`src/gp56_pkg.sv`:
```
// Purpose: constants shared by the two-port general purpose i/o block
// Assumes: 16-bit register address, 8-bit register data
// Notes: port five registers sit one offset below the port six ones
package gp56_pkg;
  localparam int unsigned GP56_WIDTH = 8;
  localparam logic [15:0] GP56_ADDR_P5_DATA = 16'hffd8;
  localparam logic [15:0] GP56_ADDR_P5_DIR = 16'hffe8;
  localparam logic [15:0] GP56_ADDR_P5_PULLUP = 16'hffef;
  localparam logic [15:0] GP56_ADDR_P6_DATA = 16'hffd9;
  localparam logic [15:0] GP56_ADDR_P6_DIR = 16'hffe9;
  localparam logic [7:0] GP56_RST_VAL = 8'h00;
  localparam logic [7:0] GP56_WO_READ = 8'hff;
  localparam logic [7:0] GP56_UNMAPPED_READ = 8'h00;
  localparam int unsigned GP56_TIMER_PIN = 6;
  localparam int unsigned GP56_TRIG_PIN = 5;
  // power modes, one-hot
  typedef enum logic [5:0] {
    GP56_MODE_ACTIVE = 6'h01,
    GP56_MODE_SUBACTIVE = 6'h02,
    GP56_MODE_SLEEP = 6'h04,
    GP56_MODE_SUBSLEEP = 6'h08,
    GP56_MODE_STANDBY = 6'h10,
    GP56_MODE_WATCH = 6'h20
  } gp56_mode_t;
endpackage : gp56_pkg

```
`src/gp56_pin_ctl.sv`:
```
// Purpose: pin driver control for one 8-bit port
// Assumes: drive values are registered by the caller
// Notes: holds the last drive in retaining modes
`timescale 1ns/100ps
`default_nettype none
module gp56_pin_ctl #(
  parameter int unsigned WIDTH = 8
) (
  input wire logic clk,
  input wire logic rst_n,
  input wire logic [5:0] power_mode,
  input wire logic [WIDTH-1:0] dir,
  input wire logic [WIDTH-1:0] data,
  input wire logic [WIDTH-1:0] pullup_req,
  output logic [WIDTH-1:0] pin_o,
  output logic [WIDTH-1:0] pin_oe,
  output logic [WIDTH-1:0] pullup_on
);
  logic [WIDTH-1:0] out_q, out_d, oe_q, oe_d, pu_q, pu_d;
  wire logic retain = (power_mode == gp56_pkg::GP56_MODE_SLEEP) ||
                      (power_mode == gp56_pkg::GP56_MODE_SUBSLEEP);
  wire logic floating = (power_mode == gp56_pkg::GP56_MODE_STANDBY) ||
                        (power_mode == gp56_pkg::GP56_MODE_WATCH);
  wire logic [WIDTH-1:0] pu_eff = pullup_req & ~dir;

  if (WIDTH < 1) begin : g_width_check
    $error("gp56_pin_ctl: port needs at least one pin");
  end

  // next drive per mode; unknown mode codes behave as active
  always_comb begin
    out_d = data;
    oe_d = dir;
    pu_d = pu_eff;
    if (retain) begin
      out_d = out_q;
      oe_d = oe_q;
      pu_d = pu_q;
    end else if (floating) begin
      out_d = pu_eff;
      oe_d = pu_eff;
    end
  end

  // reset leaves every pin released and pull-ups off
  always_ff @(posedge clk or negedge rst_n) begin
    if (!rst_n) begin
      out_q <= '0;
      oe_q <= '0;
      pu_q <= '0;
    end else begin
      out_q <= out_d;
      oe_q <= oe_d;
      pu_q <= pu_d;
    end
  end

  assign pin_o = out_q;
  assign pin_oe = oe_q;
  assign pullup_on = pu_q;
endmodule : gp56_pin_ctl
`default_nettype wire

```
`src/gp56_top.sv`:
```
// Purpose: general purpose i/o ports five and six with register access
// Assumes: pins synchronous to clk; power mode given by system control
// Notes: pin drive registered, one cycle after the register write
// Functional notes
// port five direction bit selects input/output
// port five pins feed interrupts, timer, trigger
// pins released in reset, held/floating per mode
// enabled pull-up drives high in standby/watch
// pull-up on only for input with control
// all pull-ups off after reset
// port six data/direction registers, reset zero
// port five read: data if output, pin if input
// port five direction reads all ones
// port six read: data if output, pin if input
// port six direction bit set means output
//
// Our own choice: the strobed register port.
`timescale 1ns/100ps
`default_nettype none
module gp56_top #(
  parameter int unsigned WIDTH = gp56_pkg::GP56_WIDTH
) (
  input wire logic clk,
  input wire logic rst_n,
  // register bus, read data one cycle after the strobe
  input wire logic [15:0] reg_addr,
  input wire logic [7:0] reg_wdata,
  input wire logic reg_wr,
  input wire logic reg_rd,
  output logic [7:0] reg_rdata,
  // power state from system control, one-hot
  input wire logic [5:0] power_mode,
  // port five pins, with pull-up control
  input wire logic [WIDTH-1:0] p5_pin_i,
  output logic [WIDTH-1:0] p5_pin_o,
  output logic [WIDTH-1:0] p5_pin_oe,
  output logic [WIDTH-1:0] p5_pullup_on,
  // port six pins, no pull-ups
  input wire logic [WIDTH-1:0] p6_pin_i,
  output logic [WIDTH-1:0] p6_pin_o,
  output logic [WIDTH-1:0] p6_pin_oe,
  // taps toward interrupt, timer and converter logic
  output logic [WIDTH-1:0] ext_irq_in,
  output logic timer_event_in,
  output logic converter_trigger_in
);
  // the register map is byte wide, so the port must be too
  if (WIDTH != 8) begin : g_width_check
    $error("gp56_top: register map serves exactly 8 bits");
  end

  // the shared taps must land on real pins of the port
  if (gp56_pkg::GP56_TIMER_PIN >= WIDTH ||
      gp56_pkg::GP56_TRIG_PIN >= WIDTH) begin : g_pin_check
    $error("gp56_top: shared input pin outside the port");
  end

  // register state; each register has its own next value and flop set
  logic [WIDTH-1:0] p5_data_q;
  logic [WIDTH-1:0] p5_data_d;
  logic [WIDTH-1:0] p5_dir_q;
  logic [WIDTH-1:0] p5_dir_d;
  logic [WIDTH-1:0] p5_pu_q;
  logic [WIDTH-1:0] p5_pu_d;
  logic [WIDTH-1:0] p6_data_q;
  logic [WIDTH-1:0] p6_data_d;
  logic [WIDTH-1:0] p6_dir_q;
  logic [WIDTH-1:0] p6_dir_d;
  logic [7:0] rdata_q;
  logic [7:0] rdata_d;

  // exact match of the bus address against one register offset;
  // partial decoding would alias other ports onto these registers
  function automatic logic addr_hit(
    input logic [15:0] addr,
    input logic [15:0] offset
  );
    addr_hit = (addr == offset);
  endfunction : addr_hit

  // mixes stored data and live pin level per direction bit;
  // an output bit reads back what software wrote, not the pin,
  // so a loaded output cannot corrupt a read-modify-write
  function automatic logic [WIDTH-1:0] port_read(
    input logic [WIDTH-1:0] dir,
    input logic [WIDTH-1:0] data,
    input logic [WIDTH-1:0] pin
  );
    port_read = (dir & data) | (~dir & pin);
  endfunction : port_read

  // gates one read source onto the shared read bus
  function automatic logic [7:0] read_gate(
    input logic hit,
    input logic [7:0] value
  );
    read_gate = {8{hit}} & value;
  endfunction : read_gate

  // keeps the old value unless this write hits the register
  function automatic logic [WIDTH-1:0] reg_next(
    input logic we,
    input logic [WIDTH-1:0] old_val,
    input logic [WIDTH-1:0] new_val
  );
    reg_next = we ? new_val : old_val;
  endfunction : reg_next

  // address decode, one wire per register
  wire logic hit_p5_data = addr_hit(reg_addr, gp56_pkg::GP56_ADDR_P5_DATA);
  wire logic hit_p5_dir = addr_hit(reg_addr, gp56_pkg::GP56_ADDR_P5_DIR);
  wire logic hit_p5_pu = addr_hit(reg_addr, gp56_pkg::GP56_ADDR_P5_PULLUP);
  wire logic hit_p6_data = addr_hit(reg_addr, gp56_pkg::GP56_ADDR_P6_DATA);
  wire logic hit_p6_dir = addr_hit(reg_addr, gp56_pkg::GP56_ADDR_P6_DIR);
  wire logic hit_any = hit_p5_data | hit_p5_dir | hit_p5_pu |
                       hit_p6_data | hit_p6_dir;

  // shared inputs see the pin whatever its direction
  assign ext_irq_in = p5_pin_i;
  assign timer_event_in = p5_pin_i[gp56_pkg::GP56_TIMER_PIN];
  assign converter_trigger_in = p5_pin_i[gp56_pkg::GP56_TRIG_PIN];

  // write enables; a write to an unmapped offset changes nothing
  wire logic we_p5_data = reg_wr & hit_p5_data;
  wire logic we_p5_dir = reg_wr & hit_p5_dir;
  wire logic we_p5_pu = reg_wr & hit_p5_pu;
  wire logic we_p6_data = reg_wr & hit_p6_data;
  wire logic we_p6_dir = reg_wr & hit_p6_dir;

  // next register values; data registers take writes in any
  // direction, so software can preset a pin before enabling it
  assign p5_data_d = reg_next(we_p5_data, p5_data_q, reg_wdata);
  assign p5_dir_d = reg_next(we_p5_dir, p5_dir_q, reg_wdata);
  assign p5_pu_d = reg_next(we_p5_pu, p5_pu_q, reg_wdata);
  assign p6_data_d = reg_next(we_p6_data, p6_data_q, reg_wdata);
  assign p6_dir_d = reg_next(we_p6_dir, p6_dir_q, reg_wdata);

  // port five data
  always_ff @(posedge clk or negedge rst_n) begin
    if (!rst_n) p5_data_q <= gp56_pkg::GP56_RST_VAL;
    else p5_data_q <= p5_data_d;
  end

  // port five direction; reset leaves every pin an input
  always_ff @(posedge clk or negedge rst_n) begin
    if (!rst_n) p5_dir_q <= gp56_pkg::GP56_RST_VAL;
    else p5_dir_q <= p5_dir_d;
  end

  // port five pull-up control; off after reset
  always_ff @(posedge clk or negedge rst_n) begin
    if (!rst_n) p5_pu_q <= gp56_pkg::GP56_RST_VAL;
    else p5_pu_q <= p5_pu_d;
  end

  // port six data
  always_ff @(posedge clk or negedge rst_n) begin
    if (!rst_n) p6_data_q <= gp56_pkg::GP56_RST_VAL;
    else p6_data_q <= p6_data_d;
  end

  // port six direction
  always_ff @(posedge clk or negedge rst_n) begin
    if (!rst_n) p6_dir_q <= gp56_pkg::GP56_RST_VAL;
    else p6_dir_q <= p6_dir_d;
  end

  // both ports as software sees them; input bits follow the pin,
  // which is taken as already synchronous to clk
  wire logic [WIDTH-1:0] p5_view = port_read(p5_dir_q, p5_data_q, p5_pin_i);
  wire logic [WIDTH-1:0] p6_view = port_read(p6_dir_q, p6_data_q, p6_pin_i);

  // read sources; offsets are distinct, so one source at most is on
  wire logic [7:0] rd_p5_data = read_gate(hit_p5_data, p5_view);
  wire logic [7:0] rd_p5_dir =
    read_gate(hit_p5_dir, gp56_pkg::GP56_WO_READ);
  wire logic [7:0] rd_p5_pu = read_gate(hit_p5_pu, p5_pu_q);
  wire logic [7:0] rd_p6_data = read_gate(hit_p6_data, p6_view);
  wire logic [7:0] rd_p6_dir =
    read_gate(hit_p6_dir, gp56_pkg::GP56_WO_READ);
  wire logic [7:0] rd_unmapped =
    read_gate(~hit_any, gp56_pkg::GP56_UNMAPPED_READ);

  // read mux as a plain or of the gated sources
  assign rdata_d = rd_p5_data | rd_p5_dir | rd_p5_pu | rd_p6_data |
                   rd_p6_dir | rd_unmapped;

  // read data valid only in the cycle after the strobe; clearing
  // it otherwise keeps stale data off the shared bus
  always_ff @(posedge clk or negedge rst_n) begin
    if (!rst_n) rdata_q <= '0;
    else if (reg_rd) rdata_q <= rdata_d;
    else rdata_q <= '0;
  end
  assign reg_rdata = rdata_q;

  // pin drivers: both ports follow the same power mode rules;
  // drive, enable and pull-up change one cycle after the register
  // or the mode, so a write never glitches the pin mid-cycle.
  // sleep modes freeze the last drive; standby and watch release
  // the pins, except that an enabled pull-up shows a high level.
  // unknown mode codes fall back to normal operation, the safe
  // choice if system control briefly shows two modes at once.

  gp56_pin_ctl #(.WIDTH(WIDTH)) u_p5 (
    .clk(clk),
    .rst_n(rst_n),
    .power_mode(power_mode),
    .dir(p5_dir_q),
    .data(p5_data_q),
    .pullup_req(p5_pu_q),
    .pin_o(p5_pin_o),
    .pin_oe(p5_pin_oe),
    .pullup_on(p5_pullup_on)
  );

  // port six has no pull-up control
  gp56_pin_ctl #(.WIDTH(WIDTH)) u_p6 (
    .clk(clk),
    .rst_n(rst_n),
    .power_mode(power_mode),
    .dir(p6_dir_q),
    .data(p6_data_q),
    .pullup_req({WIDTH{1'b0}}),
    .pin_o(p6_pin_o),
    .pin_oe(p6_pin_oe),
    .pullup_on()
  );
endmodule : gp56_top
`default_nettype wire

```
`config.mk`:
```
export PLATFORM = sky130hd
export DESIGN_NAME = gp56_top
export DESIGN_NICKNAME = d
export VERILOG_FILES = /design/src/gp56_pkg.sv /design/src/gp56_pin_ctl.sv /design/src/gp56_top.sv
export SDC_FILE = /design/constraint.sdc
export NUM_CORES = 1
export LEC_CHECK = 0
export BUFFER_PORTS_ARGS = -buffer_cell sky130_fd_sc_hd__clkbuf_2
export CORE_UTILIZATION = 52
export CTS_CLUSTER_DIAMETER = 120
export CTS_CLUSTER_SIZE = 40
export DETAILED_ROUTE_END_ITERATION = 8
export PLACE_DENSITY = 0.85
export SYNTH_ARGS = -nofsm -noshare
export SYNTH_HDL_FRONTEND = slang
export SYNTH_SLANG_ARGS = --single-unit
```
`constraint.sdc`:
```
create_clock -name clk -period 1.44 [get_ports clk]
set_clock_uncertainty 0.05 [all_clocks]
set_input_delay 0.072 -clock clk [delete_from_list [all_inputs] [get_ports clk]]
set_output_delay 0.072 -clock clk [all_outputs]
set_load 0.05 [all_outputs]
```
* Word level (Yosys, flattened, before mapping)
Cells that the tools add are included.
** Word-level totals
- Bits of input ports :: 50
- Output and inout port bits :: 58
- Flip-flop bits (word level) :: 88
** Operators by class
- Reduce and logical (&&, ||, !) cells :: 2
- Muxes and demuxes :: 5
- Equal/unequal tests :: 9
- Bitwise logic cells :: 21
** Operators with widths (number)
- 16-bit == test (second input constant) :: 5
- 8-bit bitwise AND :: 8
- 8-bit OR :: 6
- 8-bit two-way mux :: 5
- 8-bit inverter :: 2
- 6-bit by 3-bit == test with 1-bit output (second input constant) :: 1
- 6-bit by 4-bit == test with 1-bit output (second input constant) :: 1
- 6-bit by 5-bit == test with 1-bit output (second input constant) :: 1
- 6-bit == test (second input constant) :: 1
- 1-bit bitwise AND :: 5
- 1-bit logical OR :: 2

* Depth between registers and ports, before layout
Gate-level depths: netlist of the first run.
- Depth in word-level cells :: 9
- Mapped depth :: 6

* Cells and area by module
A second synthesis of the first run with hierarchy kept.
** Unflattened totals
- Cell total of the unflattened synthesis :: 391
- Area, all modules :: 4623.2 um^2
** Modules (own cells, without submodules)
- gp56_pin_ctl :: cells each 112, times used 2, area an instance 1173.6 um^2
- gp56_top :: cells each 167, times used 1, area an instance 2275.9 um^2

* Worst setup path after synthesis of the first run
No wires, ideal clock.
- Path kind :: input -> register
- Start :: input port power_mode[1]
- End :: register u_p5.pu_q[5] (netlist: u_p5.pullup_on[5])
- Path slack :: -0.078 ns
- Buffers on the path :: 2
- Arrival time :: 1.343 ns
- Cell stages on the path :: 5
- Path through :: or4_1 -> nor2_2 -> buf_6 -> buf_8 -> mux2_4
** Between the ends
- Longest elaborated chain between the ends :: 2
** Ends and longest elaborated chain
- from (decl) :: RTL line gp56_top.sv:32 : input wire logic [5:0] power_mode,
- 6-bit by 3-bit == test with 1-bit output / 6-bit by 4-bit == test with 1-bit output (equally long branches) :: RTL line gp56_pin_ctl.sv:20, gp56_pin_ctl.sv:21
- 1-bit logical OR (*) :: RTL line gp56_pin_ctl.sv:20 : wire logic retain = (power_mode == gp56_pkg::GP56_MODE_SLEEP) ||
- to (signal assigned) :: RTL line gp56_pin_ctl.sv:54 : pu_q <= pu_d;
- to (decl) :: RTL line gp56_pin_ctl.sv:19 : logic [WIDTH-1:0] out_q, out_d, oe_q, oe_d, pu_q, pu_d;
Every way passes the cells marked *; elsewhere a longest branch is shown, timed or not.
A chain may end at the register's enable or synchronous reset.

* Worst setup path in the final report of the first run
- Start :: input port power_mode[1]
- End :: register u_p5.out_q[5] (netlist: u_p5.pin_o[5])
** Between the ends
- Longest elaborated chain between the ends :: 3
** Ends and longest elaborated chain
- 6-bit by 5-bit == test with 1-bit output / 6-bit == test (equally long branches) :: RTL line gp56_pin_ctl.sv:22, gp56_pin_ctl.sv:23
- 1-bit logical OR :: RTL line gp56_pin_ctl.sv:22 : wire logic floating = (power_mode == gp56_pkg::GP56_MODE_STANDBY) ||
- 8-bit two-way mux :: RTL line gp56_pin_ctl.sv:39 : end else if (floating) begin
- to (signal assigned) :: RTL line gp56_pin_ctl.sv:52 : out_q <= out_d;
- to (decl) :: RTL line gp56_pin_ctl.sv:19
Parallel ways exist; a longest one is shown, timed or not.

==> flow_summary.yaml, run 1 <==
setup_path:
  reg2reg_from: "p6_dir_q[5]"
  cp.arrival_ps: 1410
  path_class: "in -> reg"
  cp-end-kind: "flop"
  critPathLaunch: "power_mode[1]"
  worst_ep_required_time_ps: 1610
  critPathLaunchType: "input pin"
  worst-path-max-fanout: 25
synthesis:
  avgSynthCellArea_um2: 12.9
  syn_nets: 355
  yosys_warnings: 0
  seq_area_frac_synth_pct: 56.1
  ys_types: 32
  synthCells: 305
  ys_ff_latch: 88
  syn-cell-area_um2: 3920
clock_network:
  cts_tree: "built"
  cts-buffers-inserted: 9
  post_cts_resize_count: 0
  worstSkewPairLatency_ps: 350
  cts_max_level: 3
  hold_buffers: 7
  cts.sinks: 88
  ctsRootBufferMaster: "clkbuf_8"
  clockBufferDepth: 2
  clk_pin_slew_ps: 80
  postCtsSetupRepairBufs: 0
sta:
  clock.fmax_mhz: 810
  worst_slack_ps: 205
  worst_pin_slew_ps: 748
  setup_viol: 0
  tns_ps: 0
  min_period_ps: 1230
  rsz0062_at_grt: "false"
  finalMaxSlewViolations: 0
  maxSlewHeadroom_pct: 50.1
  fin_crit_sh_pct: 85.7
  hold_violations: 0
floorplanning:
  initial_core_util_pct: 53.8
  fp.dieArea_um2: 7900
  die_w_um: 88.9
  rows: 31
  fp.coreArea_um2: 7290
  fp.dieH_um: 88.9
  io_pins: 108
global_routing:
  met2_usage_pct: 43.1
  busiest_layer: "met2"
  grt_pass1_vias: 2840
  grt_usage_pct: 24.1
  met1_usage_pct: 28.3
  grt_max_degree: 34
  grt_pass1_wl_mm: 13.8
  gr-total-overflow: 0
  use_met3_pct: 5.60
  antenna_found_initial: 0
power:
  seq_power_share_pct: 54.2
  power.switching_mw: 1.10
  clkPwrFrac_pct: 37.8
  p_int_mw: 3.46
  p_leak_nw: 2.65
  power.density_nw_per_um2: 922
  sw_frac_of_total_pct: 24.1
  power_mw: 4.56
  ir_worst_vdd_mv: 0.453
  combPwrFrac_pct: 8.0
final_layout:
  nFillCells: 584
  layout-drive-gt1-share_pct: 47.2
  area_growth_pct: 26.0
  nNetsFinal: 479
  final_common_cell: "clkbuf_2"
  layout_common_cells: "clkbuf_2 (106), dfrtp_1 (88), mux2_2 (54)"
  n_antenna_cell: 0
detailed_routing:
  viasPerCell: 5.57
  vias: 2969
  wire_per_inst_um: 16.7
  wirelength_mm: 8.90
  first_pass_iters: 4
  drtIter0Drc: 150
  drc: 0
  drtAntennaViolNets: 0
placed_design:
  globalplace.congestion: 0.842
  pre_cts_ws_ps: -153
  port_buffers: 107
  dp_hpwl_mm: 6.55
min_path:
  hold_class: "in -> reg"
  worstHoldStart: "reg_wdata[5]"
run:
  max_cap_violations: 0
status:
  status: "completed"
[worst max-delay path, cell delays in order]
cell and delay [ps]:
clkbuf_2 90, or4_4 550, nor2_4 120, buf_12 180, buf_4 250, o21ai_0 130
[per-layer routing]
layer | wire length, µm | vias up
li1 | - | 1355
met1 | 3550 | 1483
met2 | 4670 | 113
met3 | 485 | 18
met4 | 189 | 0
met5 | 0 | -
[cell families (layout without fill, tap and decap cells)]
group | count (synthesis) | in the layout | synth area share [%]
compound gates | 57 | 57 | 9.15
xor+xnor | 2 | 2 | 0.447
buf+inv | 22 | 151 | 4.11
flops | 88 | 88 | 56.1
mux | 80 | 80 | 22.4
simple gates | 56 | 56 | 7.78
[Yosys cell counts]
cell type,n,area (µm²)
buf_2,3,15.0
nor2b_1,10,62.6
o21ai_0,16,80.1
nand3_1,2,10.0
and4_1,2,17.5
nor2_1,9,33.8
xnor2_1,1,8.76
nand2_1,17,63.8
and2_1,2,12.5
nor3b_2,1,12.5
buf_8,1,15.0
nand2_2,1,6.26
mux2_4,2,30.0
a21oi_1,16,80.1
or4_1,1,7.51
buf_6,2,22.5
xor2_1,1,8.76
mux2_2,54,608
clkbuf_1,2,7.51
o22ai_1,8,50.1
a21oi_2,1,8.76
buf_1,1,3.75
nor2_2,1,6.26
nor3b_1,1,7.51
and4bb_2,1,12.5
and3b_1,1,8.76
mux2i_1,24,240
nor4_1,1,6.26
buf_4,13,97.6
nand4_1,6,37.5
dfrtp_1,88,2200
a22o_1,16,140
[power by group through the flow]
stage	sequential, mW	combinational [mW]	clock [mW]
detailed placement	2.52	0.347	0
floorplan	2.52	0.167	0
global placement	2.52	0.337	0
finish	2.47	0.363	1.72
CTS	2.47	0.366	1.74
global route	2.47	0.399	1.83
[metrics by stage]
step / instance area, µm² / hold WS [ps] / utilization [%] / std cells
after floorplan: 3930 / -274 / - / 305
after global placement: 4660 / -41.5 / 63.9 / 509
after detailed placement: 4660 / -36.7 / 63.9 / 509
after CTS: 4930 / 6.53 / 67.7 / 532
after global routing: 4940 / 5.18 / 67.8 / 533
final: 4940 / 23.7 / 67.8 / 533
[sequential cells by signal, indices dropped and copies added, names as in the netlist]
register and cells:
p5_data_q 8, p5_dir_q 8, p5_pu_q 8, p6_data_q 8, p6_dir_q 8, reg_rdata 8
u_p5.pin_o 8, u_p5.pin_oe 8, u_p5.pullup_on 8, u_p6.pin_o 8, u_p6.pin_oe 8
[worst paths after layout]
path | to | slack (ps) | cells after the start
worst min register to register | u_p5.pin_o[6] | 430 | 2
worst max-delay path | u_p5.pin_o[5] | 210 | 6
min in group asynchronous | u_p5.pullup_on[0] | 160 | 2
worst max register to register | reg_rdata[5] | 240 | 3
worst min-delay path | p5_data_q[5] | 20 | 2
max in group asynchronous | p5_data_q[6] | 680 | 3
[area by class of cell]
cell class                 count  area [µm²]  area share [%]
tap                           99         124            2.51
timing repair buffer         135         843            17.1
multi-input combinational    195        1570            31.7
clock inverter                 6        68.8            1.39
sequential                    88        2200            44.5
clock buffer                  10         138            2.78
Power figures use the tool's default switching activity.
==> run 2: changes to the inputs <==
--- a/config.mk
+++ b/config.mk
@@ -5,12 +5,13 @@
 export SDC_FILE = /design/constraint.sdc
 export NUM_CORES = 1
 export LEC_CHECK = 0
+export ABC_AREA = 1
 export BUFFER_PORTS_ARGS = -buffer_cell sky130_fd_sc_hd__clkbuf_2
-export CORE_UTILIZATION = 52
+export CORE_UTILIZATION = 53
 export CTS_CLUSTER_DIAMETER = 120
 export CTS_CLUSTER_SIZE = 40
 export DETAILED_ROUTE_END_ITERATION = 8
-export PLACE_DENSITY = 0.85
+export PLACE_DENSITY = 0.86
 export SYNTH_ARGS = -nofsm -noshare
 export SYNTH_HDL_FRONTEND = slang
 export SYNTH_SLANG_ARGS = --single-unit
==> flow_summary.yaml, run 2 <==
final_layout:
  n_antenna_cell: 0
  design_area_um2: 4890
  layout-drive-gt1-share_pct: 28.3
  nNetsFinal: 640
  area_growth_pct: 19.6
  final_common_cell: "nand2_1"
  final_util_pct: 66.3
  layout_common_cells: "nand2_1 (167), clkbuf_2 (106), dfrtp_1 (88)"
  fin_cells: 692
power:
  p_leak_nw: 2.65
  power_mw: 4.52
  power.density_nw_per_um2: 925
  ir_worst_vdd_mv: 0.611
synthesis:
  syn_nets: 534
  yosys_warnings: 0
  synthTopCellsByCount: "nand2_1 (167), dfrtp_1 (88), nor2_1 (43)"
  ys_ff_latch: 88
  async_flop_share_pct: 100
  seq_area_frac_synth_pct: 53.9
  yosysMostFrequentCell: "nand2_1"
  avgSynthCellArea_um2: 8.45
  synth_top_area_share_pct: 53.9
  synthTopCellsByArea: "dfrtp_1 (54%), nand2_1 (15%), o21ai_2 (4.5%), nor2_1 (3.9%), inv_1 (3.6%)"
  synth-edff-count: 0
  ys_types: 24
  synth.largest_area_cell: "dfrtp_1"
  synthCells: 484
  syn-cell-area_um2: 4090
  dominantRegCellSynth: "dfrtp_1"
setup_path:
  critPathLaunch: "reg_rdata[6]"
  cp.arrival_ps: 1020
  critPathLaunchType: "flop"
  worst-path-max-fanout: 1
  r2r_slack_ps: 380
  cp-end-kind: "output pin"
  worst_ep_required_time_ps: 1320
  reg2reg_from: "p5_dir_q[6]"
  slowest_delay_ps: 380
  crit_chain: "clkbuf_2"
  critical_path_buf_inv_count: 1
  crit_end: "reg_rdata[6]"
  path_class: "reg -> out"
  cp_top_family: "flip-flops"
  path_depth: 1
  rr_worst_depth: 7
  r2r-end: "reg_rdata[6]"
  cp_slowest_cell: "dfrtp_1"
floorplanning:
  fp.coreArea_um2: 7370
  initial_core_util_pct: 55.5
  fp.dieH_um: 89.8
  die_w_um: 89.8
  io_pins: 108
  fp.dieArea_um2: 8070
  rows: 31
placed_design:
  dp_hpwl_mm: 6.83
  post_dp_cell_area_um2: 4680
  port_buffers: 107
  numPlacedInstances: 677
  pre_cts_ws_ps: 1.25
  globalplace.congestion: 0.844
global_routing:
  grt_pass1_vias: 3434
  busiest_layer: "met2"
  gr-total-overflow: 0
  grt_usage_pct: 23.9
  grt_pass1_wl_mm: 15.3
  grt_max_degree: 34
  antenna_found_initial: 0
  use_met3_pct: 3.30
  met1_usage_pct: 28.9
  met2_usage_pct: 41.9
clock_network:
  worstSkewPairLatency_ps: 350
  postCtsSetupRepairBufs: 0
  cts_max_level: 3
  clockBufferDepth: 2
  post_cts_resize_count: 0
  cts_tree: "built"
  clk_pin_slew_ps: 80
  ctsRootBufferMaster: "clkbuf_8"
  cts.sinks: 88
  cts-buffers-inserted: 9
status:
  status: "completed"
sta:
  worst_slack_ps: 296
  min_period_ps: 1140
  hold_violations: 0
  rsz0062_at_grt: "false"
  tns_ps: 0
  fin_crit_sh_pct: 79.5
  clock.fmax_mhz: 874
  setup_viol: 0
  finalMaxSlewViolations: 0
  worst_pin_slew_ps: 514
  holdWs_ps: 20.0
  maxSlewHeadroom_pct: 65.6
detailed_routing:
  drtAntennaViolNets: 0
  drtIter0Drc: 184
  wire_per_inst_um: 13.0
  drc: 0
  first_pass_iters: 5
  viasPerCell: 5.11
  vias: 3535
  wirelength_mm: 9.01
run:
  max_cap_violations: 0
min_path:
  hold_class: "in -> reg"
## run 2: cell types whose count changed in the layout (fill, tap and decap cells not counted), moves of 10 or more
cell	change
a22o_1	-16
mux2_2	-54
nor2b_1	-10
inv_1	+39
nand3_1	+15
o21ai_1	+19
nor2_1	+34
mux2i_1	-24
o21ai_2	+21
nand2_1	+150
## run 2: how the worst min path moves through the flow
stage / startpoint / end / depth (start not counted)
6_report: reg_wdata[6] / p6_data_q[6] / 3
5_1_grt: reg_wdata[1] / p5_pu_q[1] / 3
4_1_cts: reg_wdata[6] / p6_data_q[6] / 3
3_5_place_dp: rst_n / p6_data_q[5] / 1
3_3_place_gp: rst_n / p6_dir_q[5] / 1
2_1_floorplan: rst_n / p5_data_q[0] / 0
## run 2: area by class of cell
class | count | area (µm²)
Multi-Input combinational cell | 333 | 1570
Sequential cell | 88 | 2200
Inverter | 40 | 150
Timing Repair Buffer | 118 | 648
Clock buffer | 11 | 151
Fill cell | 616 | 2480
Clock inverter | 3 | 42.5
Tap cell | 99 | 124
## run 2: what timing repair did
| item | 4_1_cts | 5_1_grt |
|---|---|---|
| endpoints found under the hold margin | 88 | 0 |
| endpoints found under the setup margin | 0 | 0 |
| hold buffers | 1 | 0 |
## run 2: cells by family after synthesis
kind of cell | count (synthesis) | share of synthesized area [%]
flops | 88 | 53.9
buf+inv | 63 | 7.74
simple gates | 244 | 25.0
compound gates | 88 | 13.2
xor+xnor | 1 | 0.214
## run 2: layer usage
layer / share of wire, % / vias up / routed length, µm
li1: - / 1746 / -
met1: 42 / 1653 / 3760
met2: 51 / 111 / 4580
met3: 4.7 / 25 / 428
met4: 2.8 / 0 / 251
met5: 0 / - / 0
## run 2: report_power, final
group	internal (mW)	total, mW	switching [mW]
clock	0.875	1.69	0.813
sequential	2.47	2.48	0.00312
combinational	0.105	0.355	0.250
## run 2: worst min-delay path, stage by stage
cell	delay, ps
clkbuf_2	70
inv_1	100
o21ai_2	140
